**src/hw/rss_pkg.sv**
```systemverilog
// Constants, register map and carrier types for the rail setpoint and slew block.
// Assumes a serial control front end that delivers decoded byte accesses.
//
// Contract
// Trigger bit write starts both main buck rails toward stored setpoints at step rate.
// Trigger bit clears itself when the transition has finished.
// With auto-apply set, a main buck setpoint update starts a paced transition.
// Rate field 0 gives 160 us per step, halving per value; reset value 6.
// Rate value 7 applies the target at once; transition ends immediately.
// Pacing, trigger and auto-apply act only on the two main buck rails.
// Host clears both pulse-skip enables before lowering under tight window unloaded.
// Each linear rail setpoint write blanks its over/undervoltage monitor for 5 ms.
// Linear rail setpoint accepts writes only after password unlock.
// Linear rail field is bits 5..0, reset 1Fh, 25 mV steps from 0.900 V.
// Buck-boost codes 24h..34h are 2.6..3.4 V; 35h..3Fh are reserved.
// Buck-boost field is 6 bits, resets to 32h, code 0 is 1.175 V.
// Paced transition moves applied code one step per interval until target.
// Reserved bits of rate and linear registers read zero, ignore writes.
package rss_pkg;
    localparam logic [7:0] RSS_RATE_OFFSET   = 8'h1a;
    localparam logic [7:0] RSS_LINEAR_OFFSET = 8'h1b;
    localparam logic [7:0] RSS_BB_OFFSET     = 8'h19;

    localparam int RSS_GO_BIT   = 7;
    localparam int RSS_AUTO_BIT = 6;
    localparam logic [2:0] RSS_RATE_RESET      = 3'h6;
    localparam logic [2:0] RSS_RATE_IMMEDIATE  = 3'h7;
    localparam logic [7:0] RSS_RATE_MASK       = 8'hc7;
    localparam logic [5:0] RSS_LINEAR_RESET    = 6'h1f;
    localparam logic [7:0] RSS_LINEAR_MASK     = 8'h3f;
    localparam logic [5:0] RSS_BB_RESET        = 6'h32;
    localparam logic [5:0] RSS_BB_LAST_VALID   = 6'h34;

    localparam int RSS_CLK_MHZ       = 50;
    // Shortest dwell is 2.5 us; the 160 us dwell is that base shifted left by six.
    localparam int RSS_DWELL_MIN_NS  = 2500;
    localparam int RSS_DWELL_MIN_CYC = RSS_DWELL_MIN_NS * RSS_CLK_MHZ / 1000;
    localparam int RSS_BLANK_MS      = 5;
    localparam int RSS_BLANK_CYC     = RSS_BLANK_MS * RSS_CLK_MHZ * 1000;

    typedef struct packed {
        logic       wr;
        logic       rd;
        logic [7:0] addr;
        logic [7:0] wdata;
    } rss_access_type;

    typedef struct packed {
        logic [5:0] rail_a;
        logic [5:0] rail_b;
    } rss_pair_type;
endpackage : rss_pkg

```
**src/hw/rss_step_timer.sv**
```systemverilog
// Per-step dwell timer for paced setpoint stepping.
// Assumes restart is pulsed at the start of each step.
`timescale 1ns/100ps
`default_nettype none
module rss_step_timer
    import rss_pkg::*;
#(
    parameter int BASE_CYC = RSS_DWELL_MIN_CYC
) (
    input  wire logic       core_clk,
    input  wire logic       rst,
    input  wire logic       restart,
    input  wire logic [2:0] rate,
    output logic            expired
);
    logic [15:0] count_reg;
    logic [15:0] load_value;

    // Value 6 loads the base count; each lower value doubles it.
    assign load_value = 16'(BASE_CYC << (3'h6 - rate));
    assign expired    = (count_reg == 16'h0001);

    always_ff @(posedge core_clk or posedge rst) begin
        if (rst) begin
            count_reg <= 16'h0000;
        end else if (restart) begin
            count_reg <= load_value;
        end else if (count_reg != 16'h0000) begin
            count_reg <= count_reg - 16'h0001;
        end
    end
endmodule : rss_step_timer
`default_nettype wire

```
**src/hw/rss_regs.sv**
```systemverilog
// Setpoint and slew register bank with the main buck rail step controller.
// Assumes the serial front end presents one-cycle decoded accesses and the unlock flag.
`timescale 1ns/100ps
`default_nettype none
module rss_regs
    import rss_pkg::*;
#(
    parameter int BLANK_CYC = RSS_BLANK_CYC
) (
    input  wire logic           core_clk,
    input  wire logic           rst,
    input  wire rss_access_type bus,
    input  wire logic           unlock_done,
    input  wire rss_pair_type   target,
    input  wire logic           target_update,
    output logic [7:0]          rdata,
    output logic                rdata_valid,
    output rss_pair_type        applied,
    output logic                transition_busy,
    output logic [5:0]          linear_rail_code,
    output logic [5:0]          buck_boost_rail_code,
    output logic                buck_boost_code_reserved,
    output logic                linear_monitor_blank
);
    // ----------------------------------------------------------------
    // State
    // ----------------------------------------------------------------
    typedef enum logic [1:0] {
        RSS_IDLE = 2'b01,
        RSS_STEP = 2'b10
    } rss_state_type;

    rss_state_type state_reg, state_next;
    logic        go_reg, go_next;
    logic        auto_reg;
    logic [2:0]  rate_reg;
    logic [5:0]  linear_reg;
    logic [5:0]  bb_reg;
    logic [31:0] blank_reg;
    rss_pair_type applied_reg, applied_next;
    logic        timer_restart;
    logic        timer_expired;

    function automatic logic [5:0] step_toward(input logic [5:0] cur, input logic [5:0] tgt);
        if (cur < tgt) begin
            step_toward = cur + 6'h01;
        end else if (cur > tgt) begin
            step_toward = cur - 6'h01;
        end else begin
            step_toward = cur;
        end
    endfunction : step_toward

    // ----------------------------------------------------------------
    // Decode
    // ----------------------------------------------------------------
    wire wr_rate   = bus.wr && (bus.addr == RSS_RATE_OFFSET);
    wire wr_linear = bus.wr && (bus.addr == RSS_LINEAR_OFFSET) && unlock_done;
    wire wr_bb     = bus.wr && (bus.addr == RSS_BB_OFFSET) && unlock_done;
    wire go_write  = wr_rate && bus.wdata[RSS_GO_BIT];
    // Only main buck targets can start a transition; other rails bypass pacing.
    wire start     = go_write || (auto_reg && target_update);
    wire at_target = (applied_reg == target);
    // A rate written together with the trigger governs that very transition.
    wire [2:0] rate_now  = wr_rate ? bus.wdata[2:0] : rate_reg;
    wire immediate = (rate_now == RSS_RATE_IMMEDIATE);
    wire [7:0] rate_view = {go_reg, auto_reg, 3'h0, rate_reg} & RSS_RATE_MASK;
    wire [7:0] lin_view  = {2'h0, linear_reg} & RSS_LINEAR_MASK;
    wire [7:0] read_mux  = (bus.addr == RSS_RATE_OFFSET)   ? rate_view :
                           (bus.addr == RSS_LINEAR_OFFSET) ? lin_view :
                           (bus.addr == RSS_BB_OFFSET)     ? {2'h0, bb_reg} : 8'h00;

    // ----------------------------------------------------------------
    // Step controller
    // ----------------------------------------------------------------
    always_comb begin
        state_next    = state_reg;
        go_next       = go_reg;
        applied_next  = applied_reg;
        timer_restart = 1'b0;
        case (state_reg)
            RSS_IDLE: begin
                if (start) begin
                    if (immediate) begin
                        applied_next = target;
                        go_next      = 1'b0;
                    end else begin
                        go_next       = 1'b1;
                        timer_restart = 1'b1;
                        state_next    = RSS_STEP;
                    end
                end
            end
            RSS_STEP: begin
                if (immediate) begin
                    // Rate 7 ends a running transition at once, so no slow step is left behind.
                    applied_next = target;
                    go_next      = 1'b0;
                    state_next   = RSS_IDLE;
                end else if (at_target && !go_write) begin
                    go_next    = 1'b0;
                    state_next = RSS_IDLE;
                end else if (at_target) begin
                    // Set wins: a trigger in the finishing cycle keeps the bit for one more pass.
                    state_next = RSS_STEP;
                end else if (timer_expired) begin
                    applied_next.rail_a = step_toward(applied_reg.rail_a, target.rail_a);
                    applied_next.rail_b = step_toward(applied_reg.rail_b, target.rail_b);
                    timer_restart       = 1'b1;
                end
            end
            default: begin
                state_next = RSS_IDLE;
                go_next    = 1'b0;
            end
        endcase
    end

    rss_step_timer u_timer (
        .core_clk (core_clk),
        .rst      (rst),
        .restart  (timer_restart),
        .rate     (rate_now),
        .expired  (timer_expired)
    );

    // ----------------------------------------------------------------
    // Registers
    // ----------------------------------------------------------------
    always_ff @(posedge core_clk or posedge rst) begin
        if (rst) begin
            state_reg   <= RSS_IDLE;
            go_reg      <= 1'b0;
            auto_reg    <= 1'b0;
            rate_reg    <= RSS_RATE_RESET;
            applied_reg <= '0;
        end else begin
            state_reg   <= state_next;
            go_reg      <= go_next;
            applied_reg <= applied_next;
            if (wr_rate) begin
                auto_reg <= bus.wdata[RSS_AUTO_BIT];
                rate_reg <= bus.wdata[2:0];
            end
        end
    end

    always_ff @(posedge core_clk or posedge rst) begin
        if (rst) begin
            linear_reg <= RSS_LINEAR_RESET;
            bb_reg     <= RSS_BB_RESET;
            blank_reg  <= 32'h0;
        end else begin
            if (wr_linear) begin
                linear_reg <= bus.wdata[5:0];
                blank_reg  <= 32'(BLANK_CYC);
            end else if (blank_reg != 32'h0) begin
                blank_reg <= blank_reg - 32'h1;
            end
            if (wr_bb) begin
                bb_reg <= bus.wdata[5:0];
            end
        end
    end

    always_ff @(posedge core_clk or posedge rst) begin
        if (rst) begin
            rdata                    <= 8'h00;
            rdata_valid              <= 1'b0;
            applied                  <= '0;
            transition_busy          <= 1'b0;
            linear_rail_code         <= RSS_LINEAR_RESET;
            buck_boost_rail_code     <= RSS_BB_RESET;
            buck_boost_code_reserved <= 1'b0;
            linear_monitor_blank     <= 1'b0;
        end else begin
            rdata                    <= bus.rd ? read_mux : 8'h00;
            rdata_valid              <= bus.rd;
            applied                  <= applied_next;
            transition_busy          <= go_next;
            linear_rail_code         <= linear_reg;
            buck_boost_rail_code     <= bb_reg;
            buck_boost_code_reserved <= (bb_reg > RSS_BB_LAST_VALID);
            linear_monitor_blank     <= wr_linear || (blank_reg > 32'h1);
        end
    end
endmodule : rss_regs
`default_nettype wire

```
**config.mk**
```make
export PLATFORM = sky130hd
export DESIGN_NAME = rss_regs
export DESIGN_NICKNAME = d
export VERILOG_FILES = /design/src/hw/rss_pkg.sv /design/src/hw/rss_step_timer.sv /design/src/hw/rss_regs.sv
export SDC_FILE = /design/constraint.sdc
export NUM_CORES = 1
export LEC_CHECK = 0
export ABC_CLOCK_PERIOD_IN_PS = 6400
export BUFFER_PORTS_ARGS = -buffer_cell sky130_fd_sc_hd__clkbuf_2
export CAP_MARGIN = 10
export CORE_AREA = 2 2 118 120
export CTS_CLUSTER_DIAMETER = 120
export CTS_CLUSTER_SIZE = 24
export DETAILED_ROUTE_END_ITERATION = 8
export DIE_AREA = 0 0 120 122
export GPL_ROUTABILITY_DRIVEN = 0
export GPL_TIMING_DRIVEN = 0
export MAX_ROUTING_LAYER = met4
export PLACE_DENSITY = 0.73
export SLEW_MARGIN = 20
export SYNTH_ARGS = -nofsm -noshare
export SYNTH_HDL_FRONTEND = slang
export SYNTH_SLANG_ARGS = --single-unit
```
**constraint.sdc**
```tcl
create_clock -name core_clk -period 6.4 [get_ports core_clk]
set_clock_uncertainty 0.05 [all_clocks]
set_input_delay 1.92 -clock core_clk [delete_from_list [all_inputs] [get_ports core_clk]]
set_output_delay 1.92 -clock core_clk [all_outputs]
set_load 0.02 [all_outputs]
```
==> flow_summary.toml, run 1 <==
[yosys]
yosys_warnings = 0
async_flop_share_pct = 100.0
yosysMostFrequentCell = "dfrtp_1"
ys.flop_type = "dfrtp_1"
synth_edf_count = 0
synth_top_cell_area_share_pct = 35.19
synth_area_mm2 = 0.005902
synth_cell_type_count = 71
ys_top_cells_by_count = "dfrtp_1 (83), nand2_1 (68), nor2_1 (51), a21oi_1 (36), inv_1 (36)"
synth_top_area_cell = "dfrtp_1"
netlist_instances = 611
ys_ff_latch = 102
syn_nets = 681
synth.avg_cell_area_um2 = 9.659
yosysSeqAreaShare_pct = 43.65
ys_top_cells_by_area = "dfrtp_1 (35%), dfstp_2 (8.5%), ha_1 (7.2%), nand2_1 (4.3%), xnor2_1 (4.0%)"

[placed_design]
place_hpwl_um = 10510
dp_cells = 859
place_area_mm2 = 0.006495
io_buffers = 67

[die]
rows = 43
start_util_pct = 43.70
core_mm2 = 0.01350
die_w_um = 120
ios = 70
die_y_um = 122
dieArea_mm2 = 0.01464

[timing]
finalSetupTns_ns = 0
finalSetupViolations = 0
fmax_ghz = 0.1717
period_share_pct = 90.98
finalMaxSlewViolations = 0
worstMarginPinSlew_ns = 0.7995
hold_viol_final = 0
rsz0062_at_grt = "false"
finalCriticalPeriod_ns = 5.823
slew_headroom_pct = 46.21

[layout]
final_nets = 760
largest_register_ffs = 32
antenna_cells = 0
finalNonFillerCells = 875
fin_util_pct = 50.53
area_growth_syn_to_layout_pct = 15.62
fillers = 1231
drive_gt1_share_pct = 20.00
final_cell_area_mm2 = 0.006824

[power]
pwr-share-clk_pct = 37.4
p_seq_share_pct = 47.6
power.switching_uw = 439.9
powerDensity_mw_per_mm2 = 233.9
p_int_uw = 1157
pwr-share-comb_pct = 15.0
switching_share_pct = 27.56
p_total_uw = 1596
vdd_drop_max_mv = 0.1353
p_leak_uw = 0.003029

[clock_network]
clk_latency_ns = 0.35
root_buffer = "clkbuf_16"
cts_num_sinks = 102
cts-resized-gates = 0
cts_made_buffers = 9
post_cts_buffers = 0
cts_tree = "done"
path_clk_slew_ns = 0.07
cts_hold_repair.buffers = 0
h-tree-depth = 3
ctsLongestPathBuffers = 2

[run]
cap_violations = 0

[run_status]
status = "finished, final reports clean"

[setup_path]
critPathLaunchType = "primary input"
end_kind = "register"
cp_data_arrival_time_ns = 6.02
worstPathMaxFanout = 10
critical_path_class = "primary input to register"
crit_required_ns = 6.60

[routing]
viasPerCell = 5.582
route.final.wire_length_um = 13910
antenna_left = 0
dr.pass1.iters = 5
drc = 0
dr.first_iter.drc_count = 280
vias = 4884
wl_per_cell_um = 15.89

[global_route]
grt_max_degree = 74
antenna_found_initial = 0
overflow = 0
grt_pass1_wl_um = 23580
grt_use_total_pct = 20.73
grt_pass1_vias = 4970

[worst_hold_path]
min_path_type = "register to register"
per-stage QoR:
stage,setup WS [ns],hold slack (ns)
after floorplan,1.183,0.3089
after global placement,0.5850,0.3171
after detailed placement,0.4351,0.3164
after CTS,0.7913,0.3265
after global routing,0.2479,0.3311
final,0.5771,0.3260
layout make-up:
type                       instances  area (µm²)  share of cell area [%]
clock buffer                      10       229.0                   3.355
timing repair buffer              68       362.8                   5.317
sequential                       102        2576                   37.75
multi-input combinational        454        3110                   45.58
clock inverter                     6       95.09                   1.393
inverter                          36       140.1                   2.054
tap                              180       225.2                   3.300
buffer                            19       85.08                   1.247
metal layers:
| layer | part of all wire, % | global-route usage, % |
|---|---|---|
| met5 | 0 | - |
| met4 | 1.5 | 6.618 |
| met3 | 4.0 | 3.839 |
| met2 | 51 | 35.33 |
| met1 | 43 | 24.97 |
critical path: stages:
cell       delay, ns
clkbuf_2        0.09
nand4bb_1       0.37
or3_1           0.44
clkbuf_1        0.22
o21ai_0         0.67
ha_1            0.37
nand2_1         0.10
nor4_1          0.69
nor3_1          0.12
o21ai_1         0.39
clkbuf_1        0.42
nand3_1         0.13
o31ai_1         0.09
path summary, 6_finish.rpt:
kind / startpoint / to / slack [ns] / cells after the start
setup / recovery: bus[13] / u_timer.count_reg[2] / 0.58 / 13
hold / removal: linear_reg[1] / linear_rail_code[1] / 0.33 / 0
setup reg to reg: rate_reg[1] / u_timer.count_reg[2] / 3.17 / 10
hold reg to reg: linear_reg[1] / linear_rail_code[1] / 0.33 / 0
max in group asynchronous: rst / linear_rail_code[2] / 4.15 / 3
min in group asynchronous: rst / rdata[0] / 1.48 / 2
cells by family (layout without fill, tap and decap cells):
logic type	count (synthesis)	after routing	share of synthesized area, %
and+or+nand+nor	225	225	20.22
AOI/OAI and AO/OA	134	134	14.90
DFF	102	102	43.65
buffers and inverters	55	139	3.731
adders and majority gates	36	36	7.886
xor gates and xnor gates	35	35	5.194
muxes	24	24	4.410
power by group through the flow:
stage,registers (µW),clock network (µW),logic (µW)
2_1_floorplan,759,0,178
3_3_place_gp,765,0,226
3_5_place_dp,769,0,240
4_1_cts,759,609,242
5_1_grt,768,637,272
6_report,760,596,240
cells in the final DEF (no fill, tap or decap), types with 3 or more instances in the layout:
master,netlist,final
buf_2,5,5
nor3_1,12,11
nand2b_1,8,8
nand4_1,3,3
nor3_2,2,3
nor4_1,9,9
a21boi_0,5,5
nor2b_1,4,4
xnor2_1,27,27
nor2_1,51,51
a41oi_1,4,4
clkbuf_16,0,9
clkbuf_2,0,67
o21ai_0,30,30
a211o_1,5,5
or4_1,9,9
a21oi_1,36,36
ha_1,34,34
dfstp_2,19,19
o31ai_1,6,6
mux2_2,15,15
mux2i_1,8,8
a211oi_1,8,8
nand2_1,68,68
nand3_1,14,14
a21o_1,6,6
o211ai_1,4,4
inv_1,36,35
a22oi_1,4,4
dfrtp_1,83,83
or3_1,12,12
clkbuf_1,13,14
nand3b_1,3,3
a31oi_1,5,5
xor2_1,8,8
and3_1,6,6
No activity file was read; power rests on OpenSTA's default activity.
==> run 2: changes to the inputs <==
--- a/config.mk
+++ b/config.mk
@@ -9,6 +9,7 @@
 export BUFFER_PORTS_ARGS = -buffer_cell sky130_fd_sc_hd__clkbuf_2
 export CAP_MARGIN = 10
 export CORE_AREA = 2 2 118 120
+export CTS_BUF_LIST = sky130_fd_sc_hd__clkbuf_4
 export CTS_CLUSTER_DIAMETER = 120
 export CTS_CLUSTER_SIZE = 24
 export DETAILED_ROUTE_END_ITERATION = 8
==> flow_summary.toml, run 2 (synthesis results as in run 1) <==
[run_status]
status = "finished, final reports clean"

[setup_path]
cp_top_family = "simple AND/OR/NAND/NOR gates"
max_stage_delay_ns = 0.67
critPathLaunchType = "primary input"
critical_path_class = "primary input to register"
slowest_stage = "o21ai_0"
r2r.worst_path.cells = 12
worst-path-buf-inv = 3
crit_cells = 12
cp_data_arrival_time_ns = 5.93
path_cells = "clkbuf_2, nand4bb_1, or3_1, clkbuf_1, o21ai_0, ha_1, nand2_1, nor4_1, nor3_1, o21ai_1, clkbuf_1, o21ai_0"
end_kind = "register"
crit_required_ns = 6.70
worstPathMaxFanout = 10

[clock_network]
root_buffer = "clkbuf_4"
post_cts_buffers = 0
h-tree-depth = 3
clk_latency_ns = 0.50
ctsLongestPathBuffers = 2
cts_made_buffers = 9
cts_num_sinks = 102
cts_hold_repair.buffers = 0
path_clk_slew_ns = 0.16
cts-resized-gates = 0
cts_tree = "done"

[timing]
finalSetupViolations = 0
worstMarginPinSlew_ns = 0.7828
finalCriticalPeriod_ns = 5.632
hold_viol_final = 0
slew_headroom_pct = 47.33
rsz0062_at_grt = "false"
finalMaxSlewViolations = 0
finalSetupTns_ns = 0
fmax_ghz = 0.1776
period_share_pct = 88.00

[die]
rows = 43
die_y_um = 122
die_w_um = 120
core_mm2 = 0.01350
ios = 70
dieArea_mm2 = 0.01464
start_util_pct = 43.70

[placed_design]
place_hpwl_um = 10510
io_buffers = 67

[power]
p_leak_uw = 0.002963
p_total_uw = 1397
vdd_drop_max_mv = 0.08469
powerDensity_mw_per_mm2 = 209.5

[routing]
dr.first_iter.drc_count = 315
dr.pass1.iters = 7
wl_per_cell_um = 15.76
vias = 4840
drc = 0
route.final.wire_length_um = 13790
viasPerCell = 5.531
antenna_left = 0

[layout]
layout_common_cells = "dfrtp_1 (83), nand2_1 (68), clkbuf_2 (67)"
layout_commonest_cell = "dfrtp_1"
area_growth_syn_to_layout_pct = 13.02
fin_util_pct = 49.39
drive_gt1_share_pct = 20.14
final_nets = 760
antenna_cells = 0
largest_register_ffs = 32

[global_route]
grt_pass1_wl_um = 23320
antenna_found_initial = 0
overflow = 0
grt_use_total_pct = 20.50
grt_max_degree = 74
grt_pass1_vias = 4901

[run]
cap_violations = 0

[worst_hold_path]
min_path_type = "register to register"
min_path_cells = 0
run 2: cell type report:
cell class              instances  area [µm²]
fillers                      1264        6834
multi-input cells             454        3110
flip-flops and latches        102        2576
repair buffers                 68       362.8
well taps                     180       225.2
inverters                      36       140.1
clock inverters                 6       95.09
plain buffers                  19       85.08
clock buffers                  10       75.07
run 2: path summary, 6_finish.rpt:
check / endpoint / startpoint / slack [ns]
setup / recovery: u_timer.count_reg[11] / bus[13] / 0.77
hold / removal: linear_rail_code[3] / linear_reg[3] / 0.33
setup reg to reg: applied[5] / applied[4] / 3.16
hold reg to reg: linear_rail_code[3] / linear_reg[3] / 0.33
max in group asynchronous: buck_boost_rail_code[4] / rst / 4.31
min in group asynchronous: u_timer.count_reg[0] / rst / 1.31
run 2: layer usage:
metal,wire length [µm],part of all wire [%],track usage [%]
met1,6152,45,25.04
met2,6926,50,34.45
met3,460,3.3,2.903
met4,255,1.8,8.088
met5,0,0,-
run 2: worst register-to-register path: stages, from the launching register on:
cell and delay (ns):
dfrtp_1 0.46, ha_1 0.31, a21o_1 0.16, a21oi_1 0.17
a21boi_0 0.35, inv_1 0.20, ha_1 0.33, a211oi_1 0.33
o21bai_1 0.12, a21oi_1 0.20, xnor2_1 0.13, a2bb2oi_1 0.17
o21a_1 0.19
run 2: through the flow:
stage / setup slack, ns / std cells / instance area (µm²) / hold slack, ns
after floorplan: 1.183 / 611 / 5902 / 0.3089
after global placement: 0.5850 / 858 / 6462 / 0.3171
after detailed placement: 0.4351 / 859 / 6495 / 0.3164
after CTS: 1.007 / 875 / 6665 / 0.3369
after global routing: 0.3560 / 875 / 6670 / 0.3420
final: 0.7680 / 875 / 6670 / 0.3334
run 2: power breakdown:
part	switching, µW	internal [µW]	leakage, µW	total (µW)
combinational	130	109	0.00172	240
clock	233	166	0.0000847	399
sequential	58.1	701	0.00116	759
==> run 3: changes to the inputs <==
--- a/config.mk
+++ b/config.mk
@@ -5,7 +5,7 @@
 export SDC_FILE = /design/constraint.sdc
 export NUM_CORES = 1
 export LEC_CHECK = 0
-export ABC_CLOCK_PERIOD_IN_PS = 6400
+export ABC_CLOCK_PERIOD_IN_PS = 4900
 export BUFFER_PORTS_ARGS = -buffer_cell sky130_fd_sc_hd__clkbuf_2
 export CAP_MARGIN = 10
 export CORE_AREA = 2 2 118 120
@@ -17,7 +17,7 @@
 export GPL_ROUTABILITY_DRIVEN = 0
 export GPL_TIMING_DRIVEN = 0
 export MAX_ROUTING_LAYER = met4
-export PLACE_DENSITY = 0.73
+export PLACE_DENSITY = 0.76
 export SLEW_MARGIN = 20
 export SYNTH_ARGS = -nofsm -noshare
 export SYNTH_HDL_FRONTEND = slang
==> constraint.sdc (replaced) <==
create_clock -name core_clk -period 4.9 [get_ports core_clk]
set_clock_uncertainty 0.05 [all_clocks]
set_input_delay 1.47 -clock core_clk [delete_from_list [all_inputs] [get_ports core_clk]]
set_output_delay 1.47 -clock core_clk [all_outputs]
set_load 0.02 [all_outputs]
==> flow_summary.toml, run 3 (synthesis results as in run 1) <==
[layout]
drive_gt1_share_pct = 20.29
final_nets = 760
largest_register_ffs = 32
layout_commonest_cell = "dfrtp_1"
layout_common_cells = "dfrtp_1 (83), nand2_1 (68), clkbuf_2 (67)"
antenna_cells = 0
area_growth_syn_to_layout_pct = 12.59
finalNonFillerCells = 875

[global_route]
overflow = 0
grt_use_total_pct = 19.63
grt_pass1_vias = 4718
grt_max_degree = 62
grt_pass1_wl_um = 22520
antenna_found_initial = 0

[die]
start_util_pct = 43.70
core_mm2 = 0.01350
ios = 70
rows = 43
die_y_um = 122
dieArea_mm2 = 0.01464
die_w_um = 120

[setup_path]
worstPathMaxFanout = 10
critPathLaunchType = "primary input"
end_kind = "register"
crit_required_ns = 5.26
crit_start = "bus[9]"
critical_path_class = "primary input to register"
cp_data_arrival_time_ns = 4.96
reg2reg_from = "applied[4]"

[power]
vdd_drop_max_mv = 0.09668
p_leak_uw = 0.002958
powerDensity_mw_per_mm2 = 262.0

[clock_network]
cts_made_buffers = 9
cts_hold_repair.buffers = 0
h-tree-depth = 3
root_buffer = "clkbuf_4"
clk_latency_ns = 0.49
cts_num_sinks = 102
path_clk_slew_ns = 0.18
ctsLongestPathBuffers = 2
cts_tree = "done"

[routing]
drc = 0
dr.first_iter.drc_count = 339
dr.pass1.iters = 5
route.final.wire_length_um = 12830
vias = 4783
antenna_left = 0
wl_per_cell_um = 14.66
viasPerCell = 5.466

[worst_hold_path]
min_path_type = "register to register"
min-delay-start = "linear_reg[2]"

[timing]
setup_slack_ns = 0.3055
finalSetupTns_ns = 0
worstMarginPinSlew_ns = 0.7364
finalCriticalPeriod_ns = 4.594
period_share_pct = 93.76
finalMaxSlewViolations = 0
finalSetupViolations = 0
fmax_ghz = 0.2177
rsz0062_at_grt = "false"
slew_headroom_pct = 50.45
hold_viol_final = 0

[placed_design]
io_buffers = 67
dp_cells = 859
dpl_worst_slack_ns = -0.5492
place_hpwl_um = 9521

[run_status]
status = "finished, final reports clean"

[run]
cap_violations = 0
## run 3: power breakdown
group / internal [µW] / switching (µW)
clock network: 121 / 324
logic: 142 / 165
registers: 916 / 73.4
total: 1180 / 562
## run 3: per-layer routing
| layer | GRT usage, % | up-vias | part of all wire [%] |
|---|---|---|---|
| met5 | - | - | 0 |
| met4 | 5.294 | 0 | 1.5 |
| met3 | 4.728 | 14 | 4.3 |
| met2 | 31.61 | 103 | 48 |
| met1 | 24.90 | 2322 | 46 |
| li1 | - | 2344 | - |
## run 3: layout make-up
| class | count | area [µm²] |
|---|---|---|
| fill | 1244 | 6859 |
| multi-input combinational | 454 | 3114 |
| sequential | 102 | 2576 |
| timing repair buffer | 68 | 362.8 |
| tap | 180 | 225.2 |
| inverter | 36 | 140.1 |
| buffer | 19 | 85.08 |
| clock inverter | 7 | 73.82 |
| clock buffer | 9 | 67.56 |
## run 3: metrics by stage
step                power, µW  hold slack [ns]  instance area [µm²]  utilization (%)
floorplan                1224           0.3089                 5902                -
global placement         1298           0.3163                 6462            47.86
detailed placement       1313           0.3177                 6495            48.10
CTS                      1758           0.3410                 6636            49.14
global route             1852           0.3301                 6645            49.21
finish                   1741           0.3376                 6645            49.21
## run 3: path summary, 6_finish.rpt
| check | to | slack, ns | depth (start not counted) |
|---|---|---|---|
| worst max-delay path | u_timer.count_reg[3] | 0.31 | 14 |
| worst min-delay path | linear_rail_code[2] | 0.34 | 0 |
| worst max register to register | applied[5] | 1.69 | 12 |
| worst min register to register | linear_rail_code[2] | 0.34 | 0 |
| max in group asynchronous | linear_rail_code[4] | 3.23 | 3 |
| min in group asynchronous | blank_reg[28] | 0.89 | 2 |
## run 3: worst max-delay path, stage by stage
cell and delay, ns:
buf_2 0.25, nand3b_1 0.23, or3_1 0.35, clkbuf_1 0.23, mux2i_1 0.22, inv_1 0.19
ha_1 0.23, nand2_1 0.08, nor4_1 0.50, nor3_1 0.10, o21ai_1 0.42, clkbuf_1 0.45
nand3_1 0.14, o31ai_1 0.10
## run 3: what timing repair did
item                                    CTS  global route
hold endpoints to repair                  0             0
buffers inserted                          0             0
endpoints found under the setup margin    0            26
gates resized for setup                   0             2
